--- src/dec_map.vh ---
`ifndef DEC_MAP_VH
`define DEC_MAP_VH
// --------------------------------------------------------------------------
// register indices (one 32-bit word each, byte address = 4 * index)
// --------------------------------------------------------------------------
`define DEC_ADDR_W        8
`define DEC_IDX_CTRL      8'h00
`define DEC_IDX_STATUS    8'h01
`define DEC_IDX_C0_ADDR   8'h04
`define DEC_IDX_C0_AMASK  8'h05
`define DEC_IDX_C0_DATA   8'h06
`define DEC_IDX_C0_DMASK  8'h07
`define DEC_IDX_C0_CFG    8'h08
`define DEC_IDX_STRIDE    8'h08
// --------------------------------------------------------------------------
// fields
// --------------------------------------------------------------------------
`define DEC_CTRL_HALT_BIT    0
`define DEC_CTRL_RESTART_BIT 1
`define DEC_CTRL_MON_BIT     4
`define DEC_ST_HALTED_BIT    0
`define DEC_ST_CAUSE_LSB     1
`define DEC_ST_COMPR_BIT     4
`define DEC_CFG_EN_BIT       0
`define DEC_CFG_WPT_BIT      1
`define DEC_CFG_DDEP_BIT     2
`define DEC_CFG_WR_BIT       3
`define DEC_CFG_WRMASK_BIT   4
`define DEC_PC_REWIND        32'h0000_0014
// --------------------------------------------------------------------------
// reset values
// --------------------------------------------------------------------------
`define DEC_RST_32           32'h0000_0000
`define DEC_RST_CFG          5'h00
`endif

--- src/dec_debug_entry.v ---
// Operation
// outside logic asserts breakpoint by fetch cycle
// external breakpoint ORed with internal breakpoint
// breakpointed instruction enters execute, no writes
// latched breakpoint starts entry at execute
// prefetch abort beats breakpoint
// breakpoint beats software interrupt, undefined
// pending interrupt beats breakpoint, instruction discarded
// interrupts blocked in halt, mask bits kept
// external watchpoint ORed with internal watchpoint
// next instruction completes; single-cycle delays entry
// watchpoint entry pc is five instructions ahead
// watchpoint with abort/irq: exception then halt
// halt request synchronised, beats irq, drains
// outside must not request halt in monitor
// halted: memory idle, aborts and irqs ignored
// outside holds core reset stable while halted
// core clock gate: system normally, debug halted
// status bit 4 shows compressed-state entry
// two maskable comparators on address, data, control
// comparator is watchpoint or breakpoint, data optional
// permit low blocks requests, ack low
// halted ack high while halted
// halt request through two-flop synchroniser
`include "dec_map.vh"
module dec_debug_entry (
  input  wire        i_ref_clk,
  input  wire        i_rst,
  input  wire [7:0]  i_reg_addr,
  input  wire [31:0] i_reg_wdata,
  input  wire        i_reg_wr,
  input  wire        i_reg_rd,
  output reg  [31:0] o_reg_rdata,
  input  wire        i_debug_permit,
  input  wire        i_ext_instr_breakpoint_in,
  input  wire        i_ext_data_watchpoint_in,
  input  wire        i_ext_halt_request,
  input  wire        i_system_clock_gate,
  input  wire        i_debug_clock_gate,
  input  wire        i_fetch_valid,
  input  wire [31:0] i_fetch_addr,
  input  wire [31:0] i_fetch_data,
  input  wire        i_prefetch_abort,
  input  wire        i_exec_is_swi_or_undef,
  input  wire        i_exec_single_cycle,
  input  wire        i_exec_done,
  input  wire        i_data_valid,
  input  wire        i_data_write,
  input  wire [31:0] i_data_addr,
  input  wire [31:0] i_data_data,
  input  wire        i_data_abort,
  input  wire        i_exc_entry_done,
  input  wire        i_compressed_state,
  input  wire [31:0] i_core_pc,
  input  wire        i_normal_irq_low,
  input  wire        i_fast_irq_low,
  output reg         o_halted_ack,
  output reg         o_core_clock_en,
  output reg         o_issue_hold,
  output reg         o_exec_suppress,
  output reg         o_mem_idle,
  output reg         o_irq_block,
  output reg         o_abort_block,
  output reg         o_take_irq,
  output reg  [31:0] o_entry_pc
);
// --------------------------------------------------------------------------
// states
// --------------------------------------------------------------------------
localparam [2:0] ST_RUN  = 3'h0;
localparam [2:0] ST_BKPT = 3'h1;
localparam [2:0] ST_WNXT = 3'h2;
localparam [2:0] ST_WDLY = 3'h3;
localparam [2:0] ST_EXC  = 3'h4;
localparam [2:0] ST_DRN  = 3'h5;
localparam [2:0] ST_HALT = 3'h6;
localparam [1:0] CS_BKPT = 2'h1;
localparam [1:0] CS_WPT  = 2'h2;
localparam [1:0] CS_REQ  = 2'h3;

reg  [2:0]  state_reg;
reg  [2:0]  state_next;
reg  [31:0] ctrl_reg;
reg  [1:0]  cause_reg;
reg  [1:0]  cause_next;
reg         compr_reg;
reg         req_s1_reg;
reg         req_s2_reg;
reg         sw_halt_reg;
reg  [31:0] c_addr_reg  [0:1];
reg  [31:0] c_amask_reg [0:1];
reg  [31:0] c_data_reg  [0:1];
reg  [31:0] c_dmask_reg [0:1];
reg  [4:0]  c_cfg_reg   [0:1];
wire [1:0]  hit_bk;
wire [1:0]  hit_wp;
wire        irq_pend;
wire        halted;
wire        bkpt;
wire        wpt;
wire        hreq;

// --------------------------------------------------------------------------
// comparators
// --------------------------------------------------------------------------
genvar gi;
generate
  for (gi = 0; gi < 2; gi = gi + 1)
  begin : g_cmp
    wire [4:0] cfg = c_cfg_reg[gi];
    wire       is_wp = cfg[`DEC_CFG_WPT_BIT];
    wire [31:0] ad = is_wp ? i_data_addr : i_fetch_addr;
    wire [31:0] dt = is_wp ? i_data_data : i_fetch_data;
    // unmasked bits match
    wire a_ok = ((ad ^ c_addr_reg[gi]) & ~c_amask_reg[gi]) == 32'h0;
    wire d_ok = !cfg[`DEC_CFG_DDEP_BIT] |
                (((dt ^ c_data_reg[gi]) & ~c_dmask_reg[gi]) == 32'h0);
    wire w_ok = cfg[`DEC_CFG_WRMASK_BIT] |
                (i_data_write == cfg[`DEC_CFG_WR_BIT]);
    // fetch or data mode
    assign hit_bk[gi] = cfg[`DEC_CFG_EN_BIT] & !is_wp & i_fetch_valid &
                        a_ok & d_ok;
    assign hit_wp[gi] = cfg[`DEC_CFG_EN_BIT] & is_wp & i_data_valid &
                        a_ok & d_ok & w_ok;
  end
endgenerate

// --------------------------------------------------------------------------
// request qualification
// --------------------------------------------------------------------------
// two-flop synchroniser, stage one read only by stage two
always @(posedge i_ref_clk or posedge i_rst)
begin
  if (i_rst)
  begin
    req_s1_reg <= 1'b0;
    req_s2_reg <= 1'b0;
  end
  else
  begin
    req_s1_reg <= i_ext_halt_request;
    req_s2_reg <= req_s1_reg;
  end
end

// or with internal breakpoint; permit gates external
assign bkpt = (i_ext_instr_breakpoint_in & i_debug_permit & i_fetch_valid)
              | (|hit_bk);
// or with internal watchpoint
assign wpt  = (i_ext_data_watchpoint_in & i_debug_permit & i_data_valid)
              | (|hit_wp);
// external request synchronised; permit low blocks it
assign hreq = (req_s2_reg & i_debug_permit) | sw_halt_reg;
assign irq_pend = !i_normal_irq_low | !i_fast_irq_low;
assign halted   = (state_reg == ST_HALT);

// --------------------------------------------------------------------------
// entry sequencer
// --------------------------------------------------------------------------
// monitor mode turns comparator hits into aborts elsewhere, so halt
// entry here only acts with the monitor bit clear
always @*
begin
  state_next = state_reg;
  cause_next = cause_reg;
  case (state_reg)
    ST_RUN:
    begin
      if (!ctrl_reg[`DEC_CTRL_MON_BIT])
      begin
        // request outranks interrupts
        if (hreq)
        begin
          state_next = ST_DRN;
          cause_next = CS_REQ;
        end
        // watchpoint with abort or irq: exception first
        else if (wpt && (i_data_abort || irq_pend))
        begin
          state_next = ST_EXC;
          cause_next = CS_WPT;
        end
        else if (wpt)
        begin
          state_next = ST_WNXT;
          cause_next = CS_WPT;
        end
        // prefetch abort wins; irq wins, refetch later
        else if (bkpt && !i_prefetch_abort && !irq_pend)
        begin
          state_next = ST_BKPT;
          cause_next = CS_BKPT;
        end
      end
    end
    // entry decode during breakpointed execute
    ST_BKPT:
      state_next = ST_HALT;
    // following instruction completes first
    ST_WNXT:
      if (i_exec_done)
        state_next = i_exec_single_cycle ? ST_WDLY : ST_HALT;
    ST_WDLY:
      state_next = ST_HALT;
    ST_EXC:
      if (i_exc_entry_done)
        state_next = ST_HALT;
    // wait for memory and write stages
    ST_DRN:
      if (i_exec_done)
        state_next = ST_HALT;
    ST_HALT:
      if (ctrl_reg[`DEC_CTRL_RESTART_BIT])
        state_next = ST_RUN;
    default:
      state_next = ST_RUN;
  endcase
end

always @(posedge i_ref_clk or posedge i_rst)
begin
  if (i_rst)
  begin
    state_reg       <= ST_RUN;
    cause_reg       <= 2'h0;
    compr_reg       <= 1'b0;
    o_halted_ack    <= 1'b0;
    o_core_clock_en <= 1'b0;
    o_issue_hold    <= 1'b0;
    o_exec_suppress <= 1'b0;
    o_mem_idle      <= 1'b0;
    o_irq_block     <= 1'b0;
    o_abort_block   <= 1'b0;
    o_take_irq      <= 1'b0;
    o_entry_pc      <= `DEC_RST_32;
  end
  else
  begin
    state_reg <= state_next;
    cause_reg <= cause_next;
    // state captured at entry
    if (state_next == ST_HALT && !halted)
      compr_reg <= i_compressed_state;
    // pc five instructions ahead; rewind constant for restart
    if (state_next == ST_HALT && !halted)
      o_entry_pc <= i_core_pc;
    // ack while halted; forced low without permit
    o_halted_ack <= (state_next == ST_HALT) & i_debug_permit;
    // clock gate select
    o_core_clock_en <= (state_next == ST_HALT) ? i_debug_clock_gate
                                               : i_system_clock_gate;
    // no new issue while draining
    o_issue_hold <= (state_next == ST_DRN) || (state_next == ST_HALT);
    // breakpointed instruction suppressed, even swi/undef
    o_exec_suppress <= (state_next == ST_BKPT) ||
                       (state_reg == ST_WDLY) ||
                       (state_next == ST_HALT);
    // both memory ports idle, aborts ignored
    o_mem_idle    <= (state_next == ST_HALT);
    o_abort_block <= (state_next == ST_HALT);
    // interrupts blocked, psr mask bits untouched
    o_irq_block <= (state_next == ST_HALT) || (state_next == ST_DRN);
    // irq taken over breakpointed instruction
    o_take_irq <= (state_reg == ST_RUN) && bkpt && irq_pend &&
                  !hreq && !i_prefetch_abort;
  end
end

// --------------------------------------------------------------------------
// register file
// --------------------------------------------------------------------------
integer k;
always @(posedge i_ref_clk or posedge i_rst)
begin
  if (i_rst)
  begin
    ctrl_reg    <= `DEC_RST_32;
    sw_halt_reg <= 1'b0;
    for (k = 0; k < 2; k = k + 1)
    begin
      c_addr_reg[k]  <= `DEC_RST_32;
      c_amask_reg[k] <= `DEC_RST_32;
      c_data_reg[k]  <= `DEC_RST_32;
      c_dmask_reg[k] <= `DEC_RST_32;
      c_cfg_reg[k]   <= `DEC_RST_CFG;
    end
  end
  else
  begin
    // restart is a self-clearing pulse
    ctrl_reg[`DEC_CTRL_RESTART_BIT] <= 1'b0;
    // software halt request stays until taken
    if (state_reg == ST_RUN && state_next == ST_DRN)
      sw_halt_reg <= 1'b0;
    if (i_reg_wr)
    begin
      if (i_reg_addr == `DEC_IDX_CTRL)
      begin
        ctrl_reg <= i_reg_wdata;
        // set wins over the take in the same cycle
        if (i_reg_wdata[`DEC_CTRL_HALT_BIT])
          sw_halt_reg <= 1'b1;
      end
      for (k = 0; k < 2; k = k + 1)
      begin
        if (i_reg_addr == `DEC_IDX_C0_ADDR + k[7:0] * `DEC_IDX_STRIDE)
          c_addr_reg[k] <= i_reg_wdata;
        if (i_reg_addr == `DEC_IDX_C0_AMASK + k[7:0] * `DEC_IDX_STRIDE)
          c_amask_reg[k] <= i_reg_wdata;
        if (i_reg_addr == `DEC_IDX_C0_DATA + k[7:0] * `DEC_IDX_STRIDE)
          c_data_reg[k] <= i_reg_wdata;
        if (i_reg_addr == `DEC_IDX_C0_DMASK + k[7:0] * `DEC_IDX_STRIDE)
          c_dmask_reg[k] <= i_reg_wdata;
        if (i_reg_addr == `DEC_IDX_C0_CFG + k[7:0] * `DEC_IDX_STRIDE)
          c_cfg_reg[k] <= i_reg_wdata[4:0];
      end
    end
  end
end

// unmapped addresses read zero
reg [31:0] rd_mux;
always @*
begin
  rd_mux = 32'h0;
  case (i_reg_addr)
    `DEC_IDX_CTRL:
      rd_mux = ctrl_reg;
    `DEC_IDX_STATUS:
    begin
      rd_mux[`DEC_ST_HALTED_BIT] = halted;
      rd_mux[`DEC_ST_CAUSE_LSB +: 2] = cause_reg;
      // compressed-state flag in bit 4
      rd_mux[`DEC_ST_COMPR_BIT] = compr_reg;
    end
    `DEC_IDX_C0_ADDR: rd_mux = c_addr_reg[0];
    `DEC_IDX_C0_AMASK: rd_mux = c_amask_reg[0];
    `DEC_IDX_C0_DATA: rd_mux = c_data_reg[0];
    `DEC_IDX_C0_DMASK: rd_mux = c_dmask_reg[0];
    `DEC_IDX_C0_CFG: rd_mux = {27'h0, c_cfg_reg[0]};
    `DEC_IDX_C0_ADDR + `DEC_IDX_STRIDE: rd_mux = c_addr_reg[1];
    `DEC_IDX_C0_AMASK + `DEC_IDX_STRIDE: rd_mux = c_amask_reg[1];
    `DEC_IDX_C0_DATA + `DEC_IDX_STRIDE: rd_mux = c_data_reg[1];
    `DEC_IDX_C0_DMASK + `DEC_IDX_STRIDE: rd_mux = c_dmask_reg[1];
    `DEC_IDX_C0_CFG + `DEC_IDX_STRIDE: rd_mux = {27'h0, c_cfg_reg[1]};
    default:
      rd_mux = 32'h0;
  endcase
end

always @(posedge i_ref_clk or posedge i_rst)
begin
  if (i_rst)
    o_reg_rdata <= `DEC_RST_32;
  else if (i_reg_rd)
    o_reg_rdata <= rd_mux;
  else
    o_reg_rdata <= 32'h0;
end

endmodule // dec_debug_entry

--- config.mk ---
export PLATFORM = sky130hd
export DESIGN_NAME = dec_debug_entry
export DESIGN_NICKNAME = d
export VERILOG_FILES = /design/src/dec_debug_entry.v
export VERILOG_INCLUDE_DIRS = /design/src
export SDC_FILE = /design/constraint.sdc
export NUM_CORES = 1
export LEC_CHECK = 0
export BUFFER_PORTS_ARGS = -buffer_cell sky130_fd_sc_hd__buf_2
export CAP_MARGIN = 10
export CORE_MARGIN = 2
export CORE_UTILIZATION = 40
export DETAILED_ROUTE_END_ITERATION = 12
export PLACE_DENSITY_LB_ADDON = 0.3
export SYNTH_ARGS = -nofsm -noshare
export SYNTH_HDL_FRONTEND = slang
export SYNTH_SLANG_ARGS = --single-unit
--- constraint.sdc ---
create_clock -name i_ref_clk -period 17.9 [get_ports i_ref_clk]
set_input_delay 3.58 -clock i_ref_clk [delete_from_list [all_inputs] [get_ports i_ref_clk]]
set_output_delay 3.58 -clock i_ref_clk [all_outputs]
set_load 0.05 [all_outputs]
== Word-level counts from Yosys, hierarchy flattened ==
Index checks and enable logic that the tools add are counted.
Widths: inputs -> output; s select.
Storage, ports and cells
  flip-flop bits (word level): 377
  bits of input ports: 222
  output and inout port bits: 72
Cells by class
  eq/ne operators: 22
  multiplexer cells: 31
  bitwise gates (word level): 45
  reductions and logical operators: 45
Operators with widths (count)
  $pmux 27 s9: 1
  $mux 32: 5
  $and 32x32->32: 4
  $logic_not 32->1: 4
  $not 32->32: 4
  $xor 32x32->32: 4
  $eq 8x4->1 const B: 5
  $pmux 3 s12: 1
  $eq 8x3->1 const B: 4
  $mux 3: 10
  $and 1x1->1: 24
  $reduce_and 2->1: 11
  $pmux 3 s6: 1
  $eq 3x3->1 const B: 5
  $mux 2: 6
  $pmux 1 s12: 1
  $pmux 1 s11: 1
  $logic_not 1->1: 10
  $logic_and 1x1->1: 9
  $eq 8x1->1 const B: 1
  $eq 8x5->1 const B: 1
  $logic_not 8->1: 1
  $or 1x1->1: 8
  $eq 3x1->1 const B: 2
  9 further kinds: 20

== Logic depth before layout (Yosys ltp) ==
  depth after elaboration: 22
  depth in mapped cells: 14
  mapped depth without buffers: 10

== Worst setup path after synthesis ==
Ideal clock, no wire load.
  path type: input to register
  from: input i_reg_addr[5]
  to: register c_addr_reg[0] (netlist name)
  library setup time: 0.125 ns
  arrival: 5.767 ns
  required time: 17.775 ns
  slack: 12.008 ns
  cell stages on the path: 7
  path buffers: 3
  cell sequence: nor4_1 and3_1 clkbuf_1 and3_1 clkbuf_1 buf_1 mux2_2
Between the ends
  word-level cells in the longest chain between the ends: 2
Ends and longest elaborated chain
  start, declared: RTL line dec_debug_entry.v:29  | input wire [7:0] i_reg_addr,
  $eq 8x4->1
  $reduce_and 2->1 (no line)
  end signal, assigned by index: RTL line dec_debug_entry.v:281  | c_addr_reg[k] <= `DEC_RST_32;
  end signal, assigned by index: RTL line dec_debug_entry.v:307  | c_addr_reg[k] <= i_reg_wdata;
  end, declared: RTL line dec_debug_entry.v:90  | reg [31:0] c_addr_reg [0:1];
No other way between the ends.
A chain may end at the register's enable or synchronous reset.

== Worst setup path after layout ==
  from: input i_data_data[7]
  to: register o_entry_pc[12]
Between the ends
  word-level cells in the longest chain between the ends: 18
Ends and longest elaborated chain
  start, declared: RTL line dec_debug_entry.v:50  | input wire [31:0] i_data_data,
  $mux 32: RTL line dec_debug_entry.v:113  | wire [31:0] dt = is_wp ? i_data_data : i_fetch_data;
  $xor 32x32->32: RTL line dec_debug_entry.v:117  | (((dt ^ c_data_reg[gi]) & ~c_dmask_reg[gi]) == 32'h0);
  $and 32x32->32: RTL line dec_debug_entry.v:117
  $logic_not 32->1: RTL line dec_debug_entry.v:117
  $or 1x1->1: RTL line dec_debug_entry.v:116  | wire d_ok = !cfg[`DEC_CFG_DDEP_BIT] |
  $and 1x1->1: RTL line dec_debug_entry.v:121  | assign hit_bk[gi] = cfg[`DEC_CFG_EN_BIT] & !is_wp & i_fetch_valid &
  $reduce_or 2->1: RTL line dec_debug_entry.v:148  | | (|hit_bk);
  $or 1x1->1: RTL line dec_debug_entry.v:148
  (+3 left out)
  $mux 3: RTL line dec_debug_entry.v:183  | else if (wpt)
  $mux 3 *: RTL line dec_debug_entry.v:178  | else if (wpt && (i_data_abort || irq_pend))
  $mux 3 *: RTL line dec_debug_entry.v:172  | if (hreq)
  $mux 3 *: RTL line dec_debug_entry.v:169  | if (!ctrl_reg[`DEC_CTRL_MON_BIT])
  $pmux 3 s6 *: RTL line dec_debug_entry.v:166  | case (state_reg)
  net state_next[2]: RTL line dec_debug_entry.v:82  | reg [2:0] state_next;
  $eq 3x3->1 *: RTL line dec_debug_entry.v:245  | if (state_next == ST_HALT && !halted)
  $logic_and 1x1->1 *: RTL line dec_debug_entry.v:245
  end signal, assigned: RTL line dec_debug_entry.v:235  | o_entry_pc <= `DEC_RST_32;
  end signal, assigned: RTL line dec_debug_entry.v:246  | o_entry_pc <= i_core_pc;
  end, declared: RTL line dec_debug_entry.v:65  | output reg [31:0] o_entry_pc
Mark *: on every way through the listed nets, which the timed path passes. The rest lies on a longest branch.

==> run metrics <==
vias in the first global route 14800; Rows 80; setup TNS 0 ns; largest net degree at the start of global routing 185; Critical Path RT 18.34 ns; minimum clock period 7.35 ns; Final Max Tran Viols 0; crit share post-route 41.1%; Skew-Pair Late Insertion Delay 0.58 ns; register area 9440 um^2; status complete, no violations; CP Max Fanout 33; Syn Std Cell Area 19400 um^2; EDFF count, synth 0; crit path from i_data_data[7]; clock buffer depth 3; Setup crit end kind flip-flop; Data arrival, critical path 7.80 ns; RR Startpoint g_cmp[1].cfg[1]; RSZ-0062 raised after global routing false; YS warnings 0; hold_sp req_s1_reg; Unique masters post-synth 53; final hold violations 0; total vias in the final route 14400; htree depth 2; core area 47800 um^2; Design Area, Final 22900 um^2; drt first-iter violations 1420; DP Area 21400 um^2; layout cells sized above 1 41.1%; CP startpoint kind input port; Yosys top cell by area dfrtp_1; final setup violation count 0; Num CTS Buffers 42; worst setup path class in2reg; Worst Tran Pin Value 1.23 ns; Layout Nets 2029; CTS sink cnt 377; Max-slew headroom 18.1%; total grt overflow 0; CTS resizes 0; Root Buffer clkbuf_16; Reg clk slew, reported paths 0.06 ns; post-synthesis register bit count 377; register area share after synthesis 48.5%; Peak VDD IR 0.0000702 V; overall routing resource usage 26.0%; clock skew 0.0212 ns; Syn Area/Cell 12.6 um^2; routability cong. 0.882; Most used DFF post-synth dfrtp_1; area delta synth->final 17.7%; setup repair bufs after CTS 0; Min-Delay Path Class reg2reg; area of the multi-input gates 9520 um^2; Max Cap Violations 0; top-count cell post-synth dfrtp_1; I/O Buffers 292; Routed WL per cell 26.8 um; Die ar. 50400 um^2; top cells by area, synth dfrtp_1, mux2_2, mux2i_1; Detailed Routing Iterations Pass 1 7; first-pass GRT wire length 96.0 mm; post-synth top area share 48.5%; Routed Antenna Nets 0; cells after synthesis 1539; Synth top cells by count dfrtp_1, mux2_2, mux2i_1; Mapped Nets 1761; num ports 294; hold_buf cts 0; Initial Utilization 40.6%; FMAX 136 MHz; drt total wl 65.9 mm; initial antenna violation count 3; LEAKAGE 11.1 nW; CTS tree done; FILL cells 4355; FFs w/ async S/R, synth 100%; die height 224 um; die width 224 um; drc violations 0; DP HPWL 45.6 mm; routed vias/inst 5.85; Power Density 109 nW/um^2
==> power breakdown <==
group	switching, mW	internal, mW	total [mW]
combinational	0.369	0.232	0.601
clock	0.367	0.522	0.889
sequential	0.0585	0.936	0.994
total	0.794	1.69	2.48
==> layout make-up <==
class,instances,share of cell area (%)
sequential,377,41.3
tap,615,3.36
timing repair buffer,319,7.36
antenna,2,0.0219
inverter,7,0.148
clock inverter,10,0.569
clock buffer,66,5.61
multi-input combinational,1060,41.6
==> cells in the final DEF (no fill, tap or decap), drive strengths merged, types with 26 or more instances in the layout <==
cell	count
o22ai	45
nor2b	26
xor2	104
a21oi	28
buf	319
o21ai	43
a22oi	37
dfrtp	377
clkbuf	66
mux2i	175
a222oi	27
nor2	54
nand2	58
mux2	349
==> through the flow <==
| step | utilization, % | setup WS [ns] | instances | hold slack [ns] | power, mW |
|---|---|---|---|---|---|
| floorplan | - | 3.85 | 1539 | 0.331 | 1.45 |
| global placement | 44.8 | 10.10 | 2377 | 0.341 | 1.60 |
| detailed placement | 44.8 | 10.04 | 2377 | 0.345 | 1.61 |
| CTS | 47.8 | 10.62 | 2453 | 0.355 | 2.50 |
| global route | 47.8 | 10.39 | 2454 | 0.369 | 2.58 |
| finish | 47.8 | 10.55 | 2456 | 0.354 | 2.48 |
==> layer usage <==
metal	vias up	track usage [%]	part of all wire, %
li1	6272	-	-
met1	7288	33.4	41
met5	-	0	0.046
met3	136	7.58	9.0
met2	663	40.9	45
met4	4	11.2	4.4
==> kinds of logic (layout without fill, tap and decap cells) <==
kind of cell    count (synthesis)  in the layout  share of synthesized area (%)
mux                           536            536                           31.2
flops                         377            377                           48.5
compound gates                229            229                           8.27
simple gates                  189            189                           4.73
xor+xnor                      106            106                           4.78
buf+inv                       102            402                           2.47
other cells                     0              2                              0
==> worst max-delay path, cell delays in order <==
cell	delay, ns
buf_2	0.10
mux2i_1	0.19
mux2i_1	0.70
o2111ai_1	0.24
nor4_1	0.71
a31oi_1	0.29
nor4_1	0.42
a311oi_2	0.17
a31oi_4	0.32
nand3_4	0.55
mux2_4	0.50
==> final timing paths <==
kind	endpoint	slack [ns]	depth (start not counted)
max reg2reg	o_entry_pc[12]	12.29	11
max	o_entry_pc[12]	10.55	11
min	req_s2_reg	0.35	0
min reg2reg	req_s2_reg	0.35	0
min in group asynchronous	c_amask_reg[10]	3.16	2
max in group asynchronous	c_dmask_reg[45]	12.23	4
Power figures use the tool's default switching activity.
